## src/core/dbo_pkg.sv

```systemverilog
// Constants and types for the display buffer offset register bank
// Overview of operation
// - All buffers confined to 4 MB aperture
// - Base from memory controller, offsets added
// - Three independent programmable buffer start offsets
// - Next line start adds line delta
// - Cursor fetched linearly, no line delta
// - Five 32-bit registers at 8310h-832Ch
// - Frame start is 22-bit byte offset
// - Frame bits 21:4 apply at frame start
// - Frame pixel offset bits 3:0 immediate
package dbo_pkg;
  localparam int          ADDR_W          = 16;
  localparam int          OFS_W           = 22;
  localparam int          APERTURE_BYTES  = 4194304;
  localparam int          DELTA_W         = 10;
  localparam int          PIX_W           = 4;
  localparam logic [15:0] FB_START_ADDR   = 16'h8310;
  localparam logic [15:0] CB_START_ADDR   = 16'h8314;
  localparam logic [15:0] CUR_START_ADDR  = 16'h8318;
  localparam logic [15:0] LINE_DELTA_ADDR = 16'h8324;
  localparam logic [15:0] STATUS_ADDR     = 16'h832C;
  localparam logic [21:0] OFS_RESET       = 22'h000000;
  localparam logic [9:0]  DELTA_RESET     = 10'h000;
  typedef enum logic [1:0] {FETCH_IDLE, FETCH_LINE, FETCH_CURSOR} fetch_state_t;
endpackage

```

## src/core/dbo_offset_if.sv

```systemverilog
// Carries the active offsets from the register file to the address generator
`timescale 1ns/1ps
interface dbo_offset_if;
  import dbo_pkg::*;
  logic [OFS_W-1:0]   frame_ofs;
  logic [OFS_W-1:0]   comp_ofs;
  logic [OFS_W-1:0]   cursor_ofs;
  logic [DELTA_W-1:0] fb_delta;
  logic [DELTA_W-1:0] cb_delta;
  modport regs (output frame_ofs, comp_ofs, cursor_ofs, fb_delta, cb_delta);
  modport gen  (input  frame_ofs, comp_ofs, cursor_ofs, fb_delta, cb_delta);
endinterface

```

## src/core/dbo_addr_gen.sv

```systemverilog
// Fetch address generator: line walk for frame and compressed, linear cursor
`timescale 1ns/1ps
module dbo_addr_gen
  import dbo_pkg::*;
(
  input  wire logic              pclk,
  input  wire logic              presetn,
  dbo_offset_if.gen              ofs,
  input  wire logic              frame_start,
  input  wire logic              line_advance,
  input  wire logic              cursor_start,
  input  wire logic              cursor_advance,
  output logic      [OFS_W-1:0]  fb_line_ofs,
  output logic      [OFS_W-1:0]  cb_line_ofs,
  output logic      [OFS_W-1:0]  cur_ofs
);
  logic [OFS_W-1:0] fb_r, fb_nxt, cb_r, cb_nxt, cur_r, cur_nxt;
  // Wraps modulo 4 MB so no address leaves the aperture
  always_comb begin
    fb_nxt  = fb_r;
    cb_nxt  = cb_r;
    cur_nxt = cur_r;
    if (frame_start) begin
      fb_nxt = ofs.frame_ofs;
      cb_nxt = ofs.comp_ofs;
    end else if (line_advance) begin
      // Delta counts doublewords
      fb_nxt = fb_r + OFS_W'({ofs.fb_delta, 2'b00});
      cb_nxt = cb_r + OFS_W'({ofs.cb_delta, 2'b00});
    end
    if (cursor_start) begin
      cur_nxt = ofs.cursor_ofs;
    end else if (cursor_advance) begin
      cur_nxt = cur_r + OFS_W'(4);
    end
  end
  always_ff @(posedge pclk or negedge presetn) begin
    if (!presetn) begin
      fb_r  <= OFS_RESET;
      cb_r  <= OFS_RESET;
      cur_r <= OFS_RESET;
    end else begin
      fb_r  <= fb_nxt;
      cb_r  <= cb_nxt;
      cur_r <= cur_nxt;
    end
  end
  assign fb_line_ofs = fb_r;
  assign cb_line_ofs = cb_r;
  assign cur_ofs     = cur_r;
endmodule

```

## src/core/display_buffer_offset_regs.sv

```systemverilog
// APB register bank holding buffer start offsets and forming fetch addresses
//
// Register access over APB was left to the implementer.
`timescale 1ns/1ps
module display_buffer_offset_regs
  import dbo_pkg::*;
#(
  parameter int BASE_W = 32
) (
  input  wire logic              pclk,
  input  wire logic              presetn,
  input  wire logic              psel,
  input  wire logic              penable,
  input  wire logic              pwrite,
  input  wire logic [ADDR_W-1:0] paddr,
  input  wire logic [31:0]       pwdata,
  input  wire logic [3:0]        pstrb,
  output logic      [31:0]       prdata,
  output logic                   pready,
  output logic                   pslverr,
  input  wire logic [BASE_W-1:0] aperture_base_field,
  input  wire logic              frame_start,
  input  wire logic              line_advance,
  input  wire logic              cursor_start,
  input  wire logic              cursor_advance,
  output logic      [BASE_W-1:0] fb_fetch_addr,
  output logic      [BASE_W-1:0] cb_fetch_addr,
  output logic      [BASE_W-1:0] cur_fetch_addr,
  output logic      [PIX_W-1:0]  pixel_offset
);
  // Base narrower than the offset would drop aperture bits
  if (BASE_W < OFS_W || BASE_W > 32) begin : g_base_check
    $error("BASE_W must lie between OFS_W and 32");
  end

  logic [OFS_W-1:0]   fb_prog_r, fb_prog_nxt;
  logic [OFS_W-1:0]   fb_act_r, fb_act_nxt;
  logic [OFS_W-1:0]   cb_r, cb_nxt, cur_r, cur_nxt;
  logic [DELTA_W-1:0] fbd_r, fbd_nxt, cbd_r, cbd_nxt;
  logic               pend_r, pend_nxt;
  logic [31:0]        prdata_nxt;
  logic               pready_nxt, pslverr_nxt;
  logic               acc, wr, hit;
  logic [31:0]        wmask;

  for (genvar gi = 0; gi < 4; gi++) begin : g_wmask
    assign wmask[gi*8 +: 8] = {8{pstrb[gi]}};
  end

  // Two-cycle access phase: decode on the first penable cycle, pready on the next
  assign acc = psel && penable && !pready;
  assign wr  = acc && pwrite;

  always_comb begin
    fb_prog_nxt = fb_prog_r;
    fb_act_nxt  = fb_act_r;
    cb_nxt      = cb_r;
    cur_nxt     = cur_r;
    fbd_nxt     = fbd_r;
    cbd_nxt     = cbd_r;
    pend_nxt    = pend_r;
    prdata_nxt  = 32'h00000000;
    pready_nxt  = acc;
    pslverr_nxt = 1'b0;
    hit         = 1'b1;
    // Reserved bits 31:22 of the three offset registers are dropped and read back as zero
    if (paddr == FB_START_ADDR) begin
      prdata_nxt = {10'h000, fb_prog_r};
      if (wr) begin
        fb_prog_nxt = OFS_W'((pwdata & wmask) | ({10'h000, fb_prog_r} & ~wmask));
        pend_nxt    = 1'b1;
      end
    end else if (paddr == CB_START_ADDR) begin
      prdata_nxt = {10'h000, cb_r};
      if (wr) begin
        cb_nxt = OFS_W'((pwdata & wmask) | ({10'h000, cb_r} & ~wmask));
      end
    end else if (paddr == CUR_START_ADDR) begin
      prdata_nxt = {10'h000, cur_r};
      if (wr) begin
        cur_nxt = OFS_W'((pwdata & wmask) | ({10'h000, cur_r} & ~wmask));
      end
    end else if (paddr == LINE_DELTA_ADDR) begin
      prdata_nxt = {6'h00, cbd_r, 6'h00, fbd_r};
      if (wr) begin
        if (pstrb[0]) fbd_nxt[7:0] = pwdata[7:0];
        if (pstrb[1]) fbd_nxt[9:8] = pwdata[9:8];
        if (pstrb[2]) cbd_nxt[7:0] = pwdata[23:16];
        if (pstrb[3]) cbd_nxt[9:8] = pwdata[25:24];
      end
    end else if (paddr == STATUS_ADDR) begin
      prdata_nxt = {9'h000, pend_r, fb_act_r};
    end else begin
      hit = 1'b0;
    end
    if (acc && !hit) begin
      pslverr_nxt = 1'b1;
    end
    if (!acc) begin
      prdata_nxt = 32'h00000000;
    end
    // Pixel offset follows the programmed value at once
    fb_act_nxt[PIX_W-1:0] = fb_prog_nxt[PIX_W-1:0];
    // Coarse address waits for frame start so the current frame stays intact
    if (frame_start) begin
      fb_act_nxt[OFS_W-1:PIX_W] = fb_prog_r[OFS_W-1:PIX_W];
      pend_nxt = wr && (paddr == FB_START_ADDR);
      if (pend_nxt) begin
        fb_act_nxt[OFS_W-1:PIX_W] = fb_prog_nxt[OFS_W-1:PIX_W];
        pend_nxt = 1'b0;
      end
    end
  end

  always_ff @(posedge pclk or negedge presetn) begin
    if (!presetn) begin
      fb_prog_r <= OFS_RESET;
      fb_act_r  <= OFS_RESET;
      cb_r      <= OFS_RESET;
      cur_r     <= OFS_RESET;
      fbd_r     <= DELTA_RESET;
      cbd_r     <= DELTA_RESET;
      pend_r    <= 1'b0;
      prdata    <= 32'h00000000;
      pready    <= 1'b0;
      pslverr   <= 1'b0;
    end else begin
      fb_prog_r <= fb_prog_nxt;
      fb_act_r  <= fb_act_nxt;
      cb_r      <= cb_nxt;
      cur_r     <= cur_nxt;
      fbd_r     <= fbd_nxt;
      cbd_r     <= cbd_nxt;
      pend_r    <= pend_nxt;
      prdata    <= prdata_nxt;
      pready    <= pready_nxt;
      pslverr   <= pslverr_nxt;
    end
  end

  dbo_offset_if ofs_bus ();
  assign ofs_bus.frame_ofs  = {fb_act_nxt[OFS_W-1:PIX_W], {PIX_W{1'b0}}};
  assign ofs_bus.comp_ofs   = cb_r;
  assign ofs_bus.cursor_ofs = cur_r;
  assign ofs_bus.fb_delta   = fbd_r;
  assign ofs_bus.cb_delta   = cbd_r;

  logic [OFS_W-1:0] fb_line, cb_line, cur_line;
  dbo_addr_gen u_gen (
    .pclk           (pclk),
    .presetn        (presetn),
    .ofs            (ofs_bus),
    .frame_start    (frame_start),
    .line_advance   (line_advance),
    .cursor_start   (cursor_start),
    .cursor_advance (cursor_advance),
    .fb_line_ofs    (fb_line),
    .cb_line_ofs    (cb_line),
    .cur_ofs        (cur_line)
  );

  logic [BASE_W-1:0] fb_addr_nxt, cb_addr_nxt, cur_addr_nxt;
  // Only the 22 offset bits ever reach the adder
  always_comb begin
    fb_addr_nxt  = aperture_base_field + BASE_W'(fb_line);
    cb_addr_nxt  = aperture_base_field + BASE_W'(cb_line);
    cur_addr_nxt = aperture_base_field + BASE_W'(cur_line);
  end
  always_ff @(posedge pclk or negedge presetn) begin
    if (!presetn) begin
      fb_fetch_addr  <= '0;
      cb_fetch_addr  <= '0;
      cur_fetch_addr <= '0;
      pixel_offset   <= '0;
    end else begin
      fb_fetch_addr  <= fb_addr_nxt;
      cb_fetch_addr  <= cb_addr_nxt;
      cur_fetch_addr <= cur_addr_nxt;
      pixel_offset   <= fb_act_r[PIX_W-1:0];
    end
  end
endmodule
```

## config.mk

```make
export PLATFORM = sky130hd
export DESIGN_NAME = display_buffer_offset_regs
export DESIGN_NICKNAME = d
export VERILOG_FILES = /design/src/core/dbo_pkg.sv /design/src/core/dbo_offset_if.sv /design/src/core/dbo_addr_gen.sv /design/src/core/display_buffer_offset_regs.sv
export SDC_FILE = /design/constraint.sdc
export NUM_CORES = 1
export LEC_CHECK = 0
export ABC_CLOCK_PERIOD_IN_PS = 2700
export CORE_MARGIN = 2
export CORE_UTILIZATION = 55
export CTS_BUF_LIST = sky130_fd_sc_hd__clkbuf_8
export CTS_CLUSTER_SIZE = 16
export DETAILED_ROUTE_END_ITERATION = 10
export DONT_BUFFER_PORTS = 1
export PLACE_DENSITY = 0.73
export SYNTH_ARGS = -nofsm -noshare
export SYNTH_HDL_FRONTEND = slang
export SYNTH_SLANG_ARGS = --single-unit
export TNS_END_PERCENT = 50
```

## constraint.sdc

```tcl
create_clock -name pclk -period 2.7 [get_ports pclk]
set_clock_uncertainty 0.05 [all_clocks]
set_input_delay 0.54 -clock pclk [delete_from_list [all_inputs] [get_ports pclk]]
set_output_delay 0.54 -clock pclk [all_outputs]
set_load 0.1 [all_outputs]
```

Yosys cells after proc, flatten, opt, wreduce, memory -nomap -nowiden
Cells that the tools add are included.
{ "classes": {"add_sub_neg": 6, "eq_ne": 5, "mux": 25, "bitwise": 11, "reduce_logical": 18} }
{ "op_table": {"columns": ["cell", "n"], "rows": [
  ["$mux W22", 8],
  ["$mux W26", 4],
  ["$add A32 B22 Y32", 3],
  ["$and A22 B22 Y22", 4],
  ["$eq A16 B16 Y1 const B", 5],
  ["$or A22 B22 Y22", 3],
  ["$add A22 B12 Y22", 2],
  ["$mux W18", 2],
  ["$mux W32", 1],
  ["$reduce_and A6 Y1", 4],
  ["$mux W23", 1],
  ["$add A22 B3 Y22 const B", 1],
  ["$not A22 Y22", 1],
  ["$mux W1", 9],
  ["$reduce_bool A2 Y1", 4],
  ["$logic_and A1 B1 Y1", 5],
  ["$reduce_and A4 Y1", 1],
  ["$not A1 Y1", 3],
  ["$reduce_and A3 Y1", 1],
  ["$logic_not A1 Y1", 2],
  ["$reduce_and A2 Y1", 1]
]} }
{ "word_totals": {"reg_bits": 309, "inputBits": 93} }

Logic depth before layout (Yosys ltp)
Gate-level depths: netlist (run 1).
{ "logic_depth": {"depth_word": 9, "ltp_mapped": 12} }

Modules after synthesis
Synthesis (run 1) repeated with hierarchy kept, for this count alone.
{ "hier_totals": {"hier_cells": 1618, "area_unflattened_um2": 16443.3} }
{ "modules_own_cells": {"columns": ["mod", "n_inst", "cells_each", "area_each_um2", "seq_area_each_um2"], "rows": [
  ["display_buffer_offset_regs", 1, 1155, 12261.8, 5830.6],
  ["dbo_addr_gen", 1, 463, 4181.5, 1651.6]
]} }

Worst setup path after synthesis (run 1)
No wires, ideal clock.
{ "synth_path": {"kind": "input -> register", "startpoint": "input port aperture_base_field[0]", "endpoint": "register cur_fetch_addr[24]", "t_arrival_ns": 2.634, "path_slack_ns": -0.114, "cell_stages": 11, "path_buffers": 0, "cell_sequence": "ha_1 -> fa_1 -> a21oi_1 -> o21ai_0 -> a21oi_1 -> o21bai_1 -> o2111a_1 -> a41o_1 -> a21o_1 -> nand3_1 -> xnor2_1"} }
{ "synth_between": {"elab_chain_cells": 1} }
{ "synth_rtl": {"columns": ["item", "line_no", "source"], "rows": [
  ["start: declaration", "display_buffer_offset_regs.sv:21", "input wire logic [BASE_W-1:0] aperture_base_field,"],
  ["$add A32 B22 Y32", "display_buffer_offset_regs.sv:167", "cur_addr_nxt = aperture_base_field + BASE_W'(cur_line);"],
  ["named net cur_addr_nxt[24]", "display_buffer_offset_regs.sv:162", "logic [BASE_W-1:0] fb_addr_nxt, cb_addr_nxt, cur_addr_nxt;"],
  ["end signal: assignment", "display_buffer_offset_regs.sv:178", "cur_fetch_addr <= cur_addr_nxt;"],
  ["end: declaration", "display_buffer_offset_regs.sv:28", "output logic [BASE_W-1:0] cur_fetch_addr,"]
]} }
The timed path passes the listed nets, and every way through them passes these cells.
A chain may end at the register's enable or synchronous reset.

Worst setup path after layout (run 1)
{ "layout_path": {"startpoint": "register u_gen.cb_r[10] (netlist: u_gen.cb_line_ofs[10])", "endpoint": "register cb_fetch_addr[29]"} }
{ "layout_between": {"elab_chain_cells": 1} }
{ "layout_rtl": {"columns": ["item", "line_no", "source"], "rows": [
  ["start: declaration", "dbo_addr_gen.sv:17", "logic [OFS_W-1:0] fb_r, fb_nxt, cb_r, cb_nxt, cur_r, cur_nxt;"],
  ["start signal: assignment", "dbo_addr_gen.sv:44", "cb_r <= cb_nxt;"],
  ["$add A32 B22 Y32", "display_buffer_offset_regs.sv:166", "cb_addr_nxt = aperture_base_field + BASE_W'(cb_line);"],
  ["named net cb_addr_nxt[29]", "display_buffer_offset_regs.sv:162", null],
  ["end signal: assignment", "display_buffer_offset_regs.sv:177", "cb_fetch_addr <= cb_addr_nxt;"],
  ["end: declaration", "display_buffer_offset_regs.sv:27", "output logic [BASE_W-1:0] cb_fetch_addr,"]
]} }
The timed path passes the listed nets, and every way through them passes these cells.

==> reports/summary.txt, run 1 <==
Crit share post-route -> 1.02
MaxCap Viol Count -> 0
Hold Path Class -> in2async
Nets -> 1729
Slew margin rel. -> 0.376
Cell variety after synth -> 71
Die height -> 170 um
Net Sw Power -> 3.19 mW
Reg-to-reg critical path endpoint -> cb_fetch_addr[29]
Post-synthesis adder-cell area fraction -> 0.0753
Fillcell total -> 1944
Flops & latches, synth -> 297
Root buffer cell -> clkbuf_8
Core ar. -> 27000 sq um
Avg Synthesized Cell Area -> 10.9 sq um
Multiplexer share of the synthesized area -> 0.0902
Seq pwr share -> 0.547
Sequential share of the synthesized area -> 0.489
Critical path launch point type -> flop
Critical path, cell by cell -> ha_1 -> and4_2 -> a221oi_4 -> a31oi_2 -> or2_1 -> a221o_1 -> a21o_4 -> nand3_4 -> xnor2_2
Worst vdd ir -> 0.299 mV
Hold_buf cts -> 14
Fmax -> 0.363 GHz
Hpwl dp -> 28300 um
Final setup TNS -> -0.265 ns
H-tree levels -> 2
Worst path max stage delay -> 0.40 ns
Final hold vios -> 297
Mapped Area -> 15200 sq um
Endpoint class of the critical path -> flop
Clock Latency Late Sink -> 0.57 ns
Syn-to-layout area delta -> 20.0%
IO Port Bufs -> 0
Cell count after synthesis -> 1394
Req. time, crit path -> 3.13 ns
RSZ-0062 raised after global routing -> true
Vias -> 11500
CTS Sinks -> 297
Outcome -> complete, but fails checks
Routed WL per cell -> 21.3 um
Yosys Warn Count -> 0
First-pass GRT wire length -> 61900 um
Worst setup margin -> -0.0553 ns
Int Pwr -> 7.06 mW
Post-route ant nets -> 0
Clock slew seen by the registers of the worst setup and hold paths -> 0.07 ns
Layout cells sized above 1 -> 0.277
Total power divided by cell area -> 562 nW/um^2
Failing checks -> negative hold slack, negative setup slack
Initial DRT Pass Iterations -> 5
CP max stage cell -> dfrtp_1
Row cnt -> 60
Ports -> 227
Reg2Reg Setup Slack -> -0.06 ns
Comb pwr share -> 0.072
Cells on worst reg2reg path -> 9
Post-synth top flop -> dfrtp_1
Final Slew Violations -> 0
CP max FO -> 5
Number of synthesized flops with an enable pin -> 0
Initial core utilization -> 0.562
CTS Buffer Depth -> 3
DRC Markers -> 0
Largest cells by area after synthesis -> dfrtp_1 (49%), ha_1 (7.0%), mux2_2 (6.4%), xnor2_1 (4.7%), o21ai_0 (3.4%)
Leakage power -> 8.67 nW
XOR/XNOR share of the synthesized area -> 0.0738
Worst setup path category -> reg2reg
Tot Pwr -> 10.3 mW
CTS tree -> built
Switching Fraction -> 0.311
Tmin final -> 2.76 ns
Die Footprint -> 29000 sq um
Largest net degree at the start of global routing -> 298
GRT Residual Overflow -> 0
Vias in the first global route -> 11500
Simple-gate share of the synthesized area -> 0.112
WP data arrival -> 3.19 ns
Initial antenna violation count -> 1
Die width -> 170 um
Finished layout cell area -> 18200 sq um
Share of the synthesized area in the top cell type -> 0.489
Largest family of logic cells by synthesized area -> compound AO/OA/AOI/OAI gates
Via density -> 5.97
GRT Util Overall -> 0.275
R2R Path Start -> u_gen.cb_line_ofs[10]
Finish-stage setup viols -> 9
Critical path's top delay family -> compound AO/OA/AOI/OAI gates
Clock network fraction of design power -> 0.381
Async SR Flop Fraction -> 1.00
Hold WS -> -0.371 ns
Detailed router's first-iteration violation count -> 959
Post-Route Utilization -> 0.675
Total Routed Length -> 41100 um
Slew @ Worst Pin -> 0.936 ns
Synth area leader -> dfrtp_1
Clock buffer count from CTS -> 47
Synth Area in Compound Gates -> 0.133
Bufs and invs on worst path -> 0
RD Place Congestion -> 0.905
Post-DP Area -> 16500 sq um
[worst reg2reg max path, delay by kind of cell (launching register included)]
kind            cells  cell delay [ns]
flops               1             0.40
compound gates      4             1.13
xor+xnor            1             0.13
simple gates        3             0.65
fa+ha+maj           1             0.32
[cells in the final DEF, fill, tap and decap left out, drive strengths merged, types with 6 or more instances in the layout]
cell and n:
o221ai 18, or2 13, nand2 138, a21boi 7
nor3 16, a21oi 96, a211oi 8, o21ai 103
a31oi 11, o21a 19, dfrtp 297, ha 85
mux2 103, mux2i 15, nand3 34, nor2b 12
inv 53, conb 6, buf 141, nor2 65
clkbuf 62, xor2 46, and3 20, and2 7
dlygate4sd3 14, xnor2 82, nand4 10, nand2b 6
a21o 26
[per-layer routing]
metal,track usage,share of wire,vias up,wire length [um]
met5,0,0,-,0
met4,0.0870,0.029,0,1190
met3,0.0693,0.083,95,3420
met2,0.438,0.46,483,18900
met1,0.369,0.43,5661,17500
li1,-,-,5247,-
[Yosys cell counts, drive strengths merged (11+ instances only)]
master / n
inv: 37
a31oi: 11
buf: 19
clkbuf: 38
or2: 13
ha: 85
o21a: 19
mux2i: 15
nor3: 16
o21ai: 103
dfrtp: 297
xor2: 46
and3: 20
nand2: 138
nor2b: 12
a21o: 26
nor2: 65
xnor2: 82
nand3: 34
mux2: 103
a21oi: 96
o221ai: 18
[what timing repair did]
item                                   in CTS  in global routing
endpoints found under the hold margin     333                297
buffers inserted                            1                 12
gates cloned                                0                  1
gates resized for setup                    20                 88
pin swaps                                  10                 56
setup endpoints to repair                  35                 62
[worst max-delay path by stage]
stage | startpoint | end | cells after the start
finish | u_gen.cb_line_ofs[10] | cb_fetch_addr[29] | 9
global route | u_gen.cb_line_ofs[9] | cb_fetch_addr[29] | 9
CTS | u_gen.cur_ofs[1] | cur_fetch_addr[27] | 10
detailed placement | aperture_base_field[3] | fb_fetch_addr[24] | 13
global placement | aperture_base_field[3] | fb_fetch_addr[31] | 13
floorplan | aperture_base_field[0] | cb_fetch_addr[24] | 11
[stage by stage]
stage,worst slack (ns),std cells
CTS,-0.00823,1912
floorplan,-0.0330,1399
global placement,-0.218,1813
finish,-0.0553,1924
global route,-0.133,1923
detailed placement,-0.283,1813
[power groups by stage]
stage | sequential (mW) | combinational (mW) | clock [mW]
6_report | 5.61 | 0.736 | 3.90
5_1_grt | 5.63 | 0.797 | 4.18
4_1_cts | 5.61 | 0.657 | 3.97
3_5_place_dp | 5.69 | 0.615 | 0
3_3_place_gp | 5.68 | 0.598 | 0
2_1_floorplan | 5.66 | 0.481 | 0
[cell families after synthesis]
group	Yosys count
flip-flops	297
XOR/XNOR	128
buffers and inverters	94
multiplexers	118
AND/OR/NAND/NOR	341
adder cells (fa/ha/maj)	89
other	1
AO/OA/AOI/OAI	326
[registers in the layout, indices dropped and copies added, names as in the netlist]
| register | cells |
|---|---|
| pready | 1 |
| cb_r | 22 |
| prdata | 26 |
| fb_fetch_addr | 32 |
| u_gen.cb_line_ofs | 22 |
| u_gen.fb_line_ofs | 20 |
| fb_act_r | 22 |
| cb_fetch_addr | 32 |
| cur_fetch_addr | 32 |
| pend_r | 1 |
| pslverr | 1 |
| fb_prog_r | 18 |
| pixel_offset | 4 |
| fbd_r | 10 |
| u_gen.cur_ofs | 22 |
| cur_r | 22 |
| cbd_r | 10 |
[area by class of cell]
| type | count | area [sq um] | share of cell area |
|---|---|---|---|
| inverter | 37 | 139 | 0.00762 |
| multi-input combinational | 1008 | 7980 | 0.438 |
| antenna | 1 | 2.50 | 0.000137 |
| tap | 341 | 427 | 0.0234 |
| clock inverter | 23 | 128 | 0.00700 |
| sequential | 297 | 7440 | 0.408 |
| timing repair buffer | 156 | 1280 | 0.0700 |
| clock buffer | 61 | 840 | 0.0460 |
No activity file was read; power rests on OpenSTA's default activity.
==> run 2, diff against run 1 <==
Settings changed: REMOVE_ABC_BUFFERS set to 1.
==> reports/summary.txt, run 2 (synthesis results as in run 1) <==
Outcome -> complete, but fails checks
Failing checks -> negative hold slack, negative setup slack
Initial antenna violation count -> 1 (unchanged)
WP data arrival -> 3.22 ns (+0.03 ns)
Clock buffer count from CTS -> 49 (+4.3%)
Syn-to-layout area delta -> 18.6%
Slew margin rel. -> 0.392 (+0.0155)
RD Place Congestion -> 0.887 (-2.0%)
Worst setup path category -> reg2reg
Post-route ant nets -> 0 (unchanged)
Root buffer cell -> clkbuf_8
Total power divided by cell area -> 566 nW/um^2 (+0.64%)
Initial core utilization -> 0.562 (unchanged)
Final Slew Violations -> 0 (unchanged)
H-tree levels -> 2 (unchanged)
Most frequent cells in the layout -> dfrtp_1 (292), buf_4 (135), nand2_1 (132), o21ai_0 (95), mux2_2 (86)
CTS tree -> built
Seq pwr share -> 0.551 (+0.004)
Row cnt -> 60 (unchanged)
Ports -> 227 (unchanged)
Layout cells sized above 1 -> 0.262 (-0.0153)
Clock Latency Late Sink -> 0.58 ns (about the same)
Clock network fraction of design power -> 0.380 (about the same)
Largest net degree at the start of global routing -> 298 (unchanged)
Pre-CTS setup slack -> -0.328 ns (-0.0450 ns)
Met1 GRT Util -> 0.372 (+0.00314)
Multi-input logic area -> 7800 sq um (-2.2%)
Worst setup margin -> -0.0710 ns (-0.0157 ns)
Int Pwr -> 7.04 mW (-0.31%)
Fmax -> 0.361 GHz (-0.57%)
Hpwl dp -> 28300 um (+0.16%)
Slew @ Worst Pin -> 0.913 ns (-0.0233 ns)
RSZ-0062 raised after global routing -> true
Fillcell total -> 1997 (+2.7%)
Critical path launch point type -> flop
Switching Fraction -> 0.309 (-0.00204)
Top Usage Layer GRT -> met2
First-pass GRT wire length -> 61700 um (-0.41%)
Crit share post-route -> 1.03 (+0.00582)
Ant diodes -> 0 (-1)
Detailed router's first-iteration violation count -> 793 (-17%)
Worst vdd ir -> 0.368 mV (+23%)
Total Routed Length -> 40500 um (-1.3%)
Register area -> 7440 sq um (about the same)
Hold WS -> -0.392 ns (-0.0207 ns)
DRC Markers -> 0 (unchanged)
CTS Buffer Depth -> 3 (unchanged)
Vias in the first global route -> 11300 (-1.9%)
Core ar. -> 27000 sq um (unchanged)
Vias -> 11500 (-0.096%)
Clock slew seen by the registers of the worst setup and hold paths -> 0.06 ns (about the same)
Hold Path Class -> in2async
Finish-stage setup viols -> 7 (-2)
Die Footprint -> 29000 sq um (unchanged)
Die height -> 170 um (unchanged)
Most common cell after layout, fill and taps aside -> dfrtp_1
GRT Util Overall -> 0.273 (-0.00112)
Req. time, crit path -> 3.15 ns (+0.02 ns)
Die width -> 170 um (unchanged)
Endpoint class of the critical path -> flop
Nets -> 1730 (+0.058%)
Net Sw Power -> 3.15 mW (-1.3%)
Via density -> 5.98 (+0.11%)
Routed WL per cell -> 21.1 um (-1.1%)
IO Port Bufs -> 0 (unchanged)
CTS Sinks -> 297 (unchanged)
Final hold vios -> 300 (+1.0%)
Comb pwr share -> 0.069 (-0.003)
M2 GR Usage -> 0.439 (about the same)
GRT Residual Overflow -> 0 (unchanged)
CP max FO -> 5 (unchanged)
Tmin final -> 2.77 ns (+0.0157 ns)
Initial DRT Pass Iterations -> 6 (+1)
GRT met3 Usage -> 0.0595 (-0.00977)
Top Registers -> cb_fetch_addr (32), cur_fetch_addr (32), fb_fetch_addr (32)
Leakage power -> 8.58 nW (-1.0%)
MaxCap Viol Count -> 0 (unchanged)
==> run 2: cell types whose count changed in the layout (fill, tap and decap cells not counted), moves of 3 or more <==
| cell | previous run | this run |
|---|---|---|
| mux2_2 | 83 | 86 |
| nand2_1 | 129 | 132 |
| xnor2_1 | 74 | 80 |
| dfrtp_2 | 8 | 5 |
| nand3_4 | 6 | 3 |
| xnor2_2 | 8 | 2 |
| dfrtp_1 | 289 | 292 |
| ha_4 | 13 | 10 |
| mux2_4 | 19 | 16 |
==> run 2: power groups by stage <==
stage	Combinational [mW]	Clock [mW]	Sequential (mW)
final	0.706	3.87	5.61
after global routing	0.768	4.14	5.63
after CTS	0.644	3.91	5.61
after detailed placement	0.603	0	5.69
after global placement	0.585	0	5.69
after floorplan	0.421	0	5.66
==> run 2: critical path: stages (launching register included) <==
cell     delay [ns]
dfrtp_1        0.42
ha_1           0.32
or2_2          0.34
a21o_1         0.21
nand4_1        0.13
a31oi_2        0.14
or2_1          0.27
a221o_1        0.34
a21o_4         0.26
nand2_1        0.09
xnor2_1        0.14
==> run 2: per-layer routing <==
layer | wire [um] | share of wire
met1 | 16700 | 0.41
met2 | 19400 | 0.48
met3 | 3430 | 0.085
met4 | 997 | 0.025
met5 | 0 | 0
==> run 2: what timing repair did <==
| action | 4_1_cts | 5_1_grt |
|---|---|---|
| endpoints found under the setup margin | 47 | 56 |
| pin swaps | 10 | 36 |
| hold endpoints to repair | 332 | 300 |
| hold buffers | 13 | 1 |
| gates resized for setup | 25 | 66 |
| buffers inserted | 4 | 12 |
==> run 2: worst paths after layout <==
kind	depth (start not counted)	slack, ns	start	endpoint
setup / recovery	10	-0.07	u_gen.cb_line_ofs[5]	cb_fetch_addr[25]
hold / removal	0	-0.39	presetn	cb_fetch_addr[25]
setup reg to reg	10	-0.07	u_gen.cb_line_ofs[5]	cb_fetch_addr[25]
hold reg to reg	0	0.37	fb_act_r[2]	pixel_offset[2]
max in group asynchronous	0	2.67	presetn	fb_fetch_addr[19]
min in group pclk	1	-0.01	aperture_base_field[31]	fb_fetch_addr[31]
==> run 2: layout make-up <==
type	instances	area share
multi-input combinational	1008	0.433
clock inverter	21	0.00653
sequential	297	0.413
timing repair buffer	155	0.0693
inverter	37	0.00771
tap	341	0.0237
clock buffer	61	0.0466
==> run 2: through the flow <==
| stage | total power [mW] | cells | TNS (ns) | utilization | cell area [sq um] |
|---|---|---|---|---|---|
| detailed placement | 6.29 | 1808 | -23.19 | 0.605 | 16400 |
| floorplan | 6.08 | 1342 | -51.09 | - | 14900 |
| global placement | 6.27 | 1808 | -14.90 | 0.605 | 16400 |
| finish | 10.2 | 1920 | -0.206 | 0.667 | 18000 |
| global route | 10.5 | 1920 | -1.11 | 0.667 | 18000 |
| CTS | 10.2 | 1907 | -0.0176 | 0.650 | 17600 |
==> run 3, diff against run 2 <==
Settings changed: CORE_UTILIZATION 55 to 60, PLACE_DENSITY 0.73 to 0.8, SYNTH_HIERARCHICAL set to 1.
==> reports/summary.txt, run 3 <==
Syn-to-layout area delta -> 13.6%
GRT met3 Usage -> 0.0674 (+0.00786)
Number of synthesized flops with an enable pin -> 0 (unchanged)
Detailed router's first-iteration violation count -> 1390 (+75%)
Worst setup margin -> 0.00471 ns (+0.0757 ns)
Cell count after synthesis -> 1618 (+16%)
Post-Route Utilization -> 0.693 (+0.0268)
Nets -> 1908 (+10%)
Critical path's top delay family -> compound AO/OA/AOI/OAI gates
Bufs and invs on worst path -> 1 (+1)
Hpwl dp -> 33100 um (+17%)
Fmax -> 0.371 GHz (+2.8%)
Req. time, crit path -> 3.12 ns (-0.03 ns)
CTS Sinks -> 299 (+0.67%)
Die width -> 170 um (-0.39%)
Die height -> 170 um (-0.39%)
Ports -> 227 (unchanged)
MaxCap Viol Count -> 0 (unchanged)
Hold WS -> -0.373 ns (+0.0182 ns)
Finish-stage setup viols -> 0 (-7)
Outcome -> complete, but fails checks
CP max stage cell -> dfrtp_1
Failing checks -> negative hold slack
Mapped Area -> 16400 sq um (+8.2%)
Final hold vios -> 299 (-0.33%)
Worst path max stage delay -> 0.43 ns (about the same)
Yosys Warn Count -> 6 (+6)
Crit share post-route -> 0.998 (-0.0280)
Async SR Flop Fraction -> 1.00 (unchanged)
Core ar. -> 27000 sq um (-0.28%)
Post-synth top flop -> dfrtp_1
Most common cell in the synthesized netlist -> dfrtp_1
Total power divided by cell area -> 556 nW/um^2 (-1.8%)
Synth cell count leaders -> dfrtp_1 (299), nand2_1 (177), o21ai_0 (151)
Post-route ant nets -> 0 (unchanged)
RD Place Congestion -> 0.926 (+4.4%)
Die Footprint -> 28700 sq um (-0.77%)
Most frequent cells in the layout -> dfrtp_1 (298), nand2_1 (177), o21ai_0 (142), a21oi_1 (122), mux2_2 (114)
Worst vdd ir -> 0.469 mV (+27%)
Initial core utilization -> 0.610 (+0.0479)
Endpoint class of the critical path -> flop
GRT Residual Overflow -> 0 (unchanged)
Top Usage Layer GRT -> met2
Most common cell after layout, fill and taps aside -> dfrtp_1
Row cnt -> 60 (unchanged)
M2 GR Usage -> 0.509 (+0.0706)
Clock slew seen by the registers of the worst setup and hold paths -> 0.07 ns (about the same)
Total Routed Length -> 45600 um (+12%)
Sequential share of the synthesized area -> 0.455 (-0.0341)
Layout cells sized above 1 -> 0.195 (-0.0669)
Initial antenna violation count -> 0 (-1)
Largest net degree at the start of global routing -> 300 (+0.67%)
CTS tree -> built
Avg Synthesized Cell Area -> 10.2 sq um (-6.8%)
CTS Buffer Depth -> 3 (unchanged)
H-tree levels -> 2 (unchanged)
Root buffer cell -> clkbuf_8
Vias in the first global route -> 13100 (+16%)
Leakage power -> 8.82 nW (+2.8%)
First-pass GRT wire length -> 70700 um (+15%)
IO Port Bufs -> 0 (unchanged)
Critical path, cell by cell -> ha_1 -> and3_1 -> a211oi_1 -> buf_4 -> o21a_1 -> o31ai_1 -> a311oi_1 -> o31a_1 -> xnor2_1
Tmin final -> 2.70 ns (-0.0757 ns)
Routed WL per cell -> 21.7 um (+2.9%)
Ant diodes -> 0 (unchanged)
Worst setup path category -> reg2reg
Clock Latency Late Sink -> 0.58 ns (about the same)
Critical path launch point type -> flop
RSZ-0062 raised after global routing -> true
CP max FO -> 4 (-1)
Tot Pwr -> 10.4 mW (+1.9%)
Flops & latches, synth -> 299 (+0.67%)
WP data arrival -> 3.12 ns (-0.10 ns)
Fillcell total -> 1979 (-0.90%)
Vias -> 13200 (+15%)
Final setup TNS -> 0 ns (+0.206 ns)
Largest cells by area after synthesis -> dfrtp_1 (46%), mux2_2 (7.8%), ha_1 (6.6%), o21ai_0 (4.6%), xnor2_1 (4.3%)
Final Slew Violations -> 0 (unchanged)
Hold Path Class -> in2async
GRT Util Overall -> 0.316 (+0.0424)
Cell variety after synth -> 76 (+7.0%)
Slew margin rel. -> 0.295 (-0.0963)
Initial DRT Pass Iterations -> 5 (-1)
Clock buffer count from CTS -> 48 (-2.0%)
Via density -> 6.30 (+5.4%)
Slew @ Worst Pin -> 1.06 ns (+0.144 ns)
DRC Markers -> 0 (unchanged)
Pre-CTS setup slack -> -0.575 ns (-0.247 ns)
Share of the synthesized area in the top cell type -> 0.455 (-0.0341)
Met1 GRT Util -> 0.430 (+0.0580)
Synth area leader -> dfrtp_1
[run 3: changes by cell type in the layout (fill, tap and decap cells not counted), moves of 19 or more]
cell / delta
o21ai_0: +47
mux2_2: +28
nor2_1: +19
nand2_1: +45
buf_4: -35
a21oi_1: +38
[run 3: cell type report]
cell class	instances	area (sq um)	share of cell area
Clock inverter	21	121	0.00649
Tap cell	341	427	0.0228
Inverter	37	139	0.00743
Multi-Input combinational cell	1220	8680	0.464
Clock buffer	63	867	0.0464
Sequential cell	299	7480	0.400
Timing Repair Buffer	117	971	0.0520
[run 3: cells by family after synthesis]
| group | synth area share |
|---|---|
| compound gates | 0.167 |
| flops | 0.455 |
| buf+inv | 0.0265 |
| fa+ha+maj | 0.0723 |
| xor+xnor | 0.0676 |
| mux | 0.0872 |
| other cells | 0.000228 |
| simple gates | 0.124 |
[run 3: worst reg2reg max path, stage by stage (launching register included)]
cell      delay [ns]
dfrtp_1         0.43
ha_1            0.37
and3_1          0.21
a211oi_1        0.34
buf_4           0.19
o21a_1          0.19
o31ai_1         0.12
a311oi_1        0.37
o31a_1          0.19
xnor2_1         0.15
[run 3: repair_timing]
action                                  CTS  global route
pin swaps                                 2            11
hold buffers                             11             1
endpoints found under the hold margin   322           300
setup buffers                             0             2
resized for setup                        12            23
endpoints found under the setup margin   19            39
[run 3: per-stage QoR]
stage,instance area [sq um],std cells
floorplan,16200,1556
global placement,17500,2000
detailed placement,17500,2000
CTS,18600,2095
global route,18700,2098
finish,18700,2098
[run 3: metal layers]
| layer | routed length [um] | share of wire |
|---|---|---|
| met5 | 0 | 0 |
| met4 | 1290 | 0.028 |
| met3 | 4100 | 0.090 |
| met2 | 21000 | 0.46 |
| met1 | 19200 | 0.42 |
[run 3: path summary, 6_finish.rpt]
check	slack [ns]	endpoint	cells after the start	start
min in group pclk	0.03	cb_fetch_addr[27]	1	aperture_base_field[27]
max in group asynchronous	2.11	u_gen/fb_line_ofs[4]	0	presetn
min reg2reg	0.37	pixel_offset[3]	0	fb_act_r[3]
min	-0.37	cur_fetch_addr[2]	0	presetn
max reg2reg	0.005	cb_fetch_addr[21]	9	u_gen/cb_line_ofs[3]
max	0.005	cb_fetch_addr[21]	9	u_gen/cb_line_ofs[3]
[run 3: power by group]
part,switching [mW],internal [mW],total (mW)
Combinational,0.414,0.323,0.737
Clock,1.78,2.18,3.95
Sequential,1.08,4.61,5.69
Total,3.27,7.11,10.4
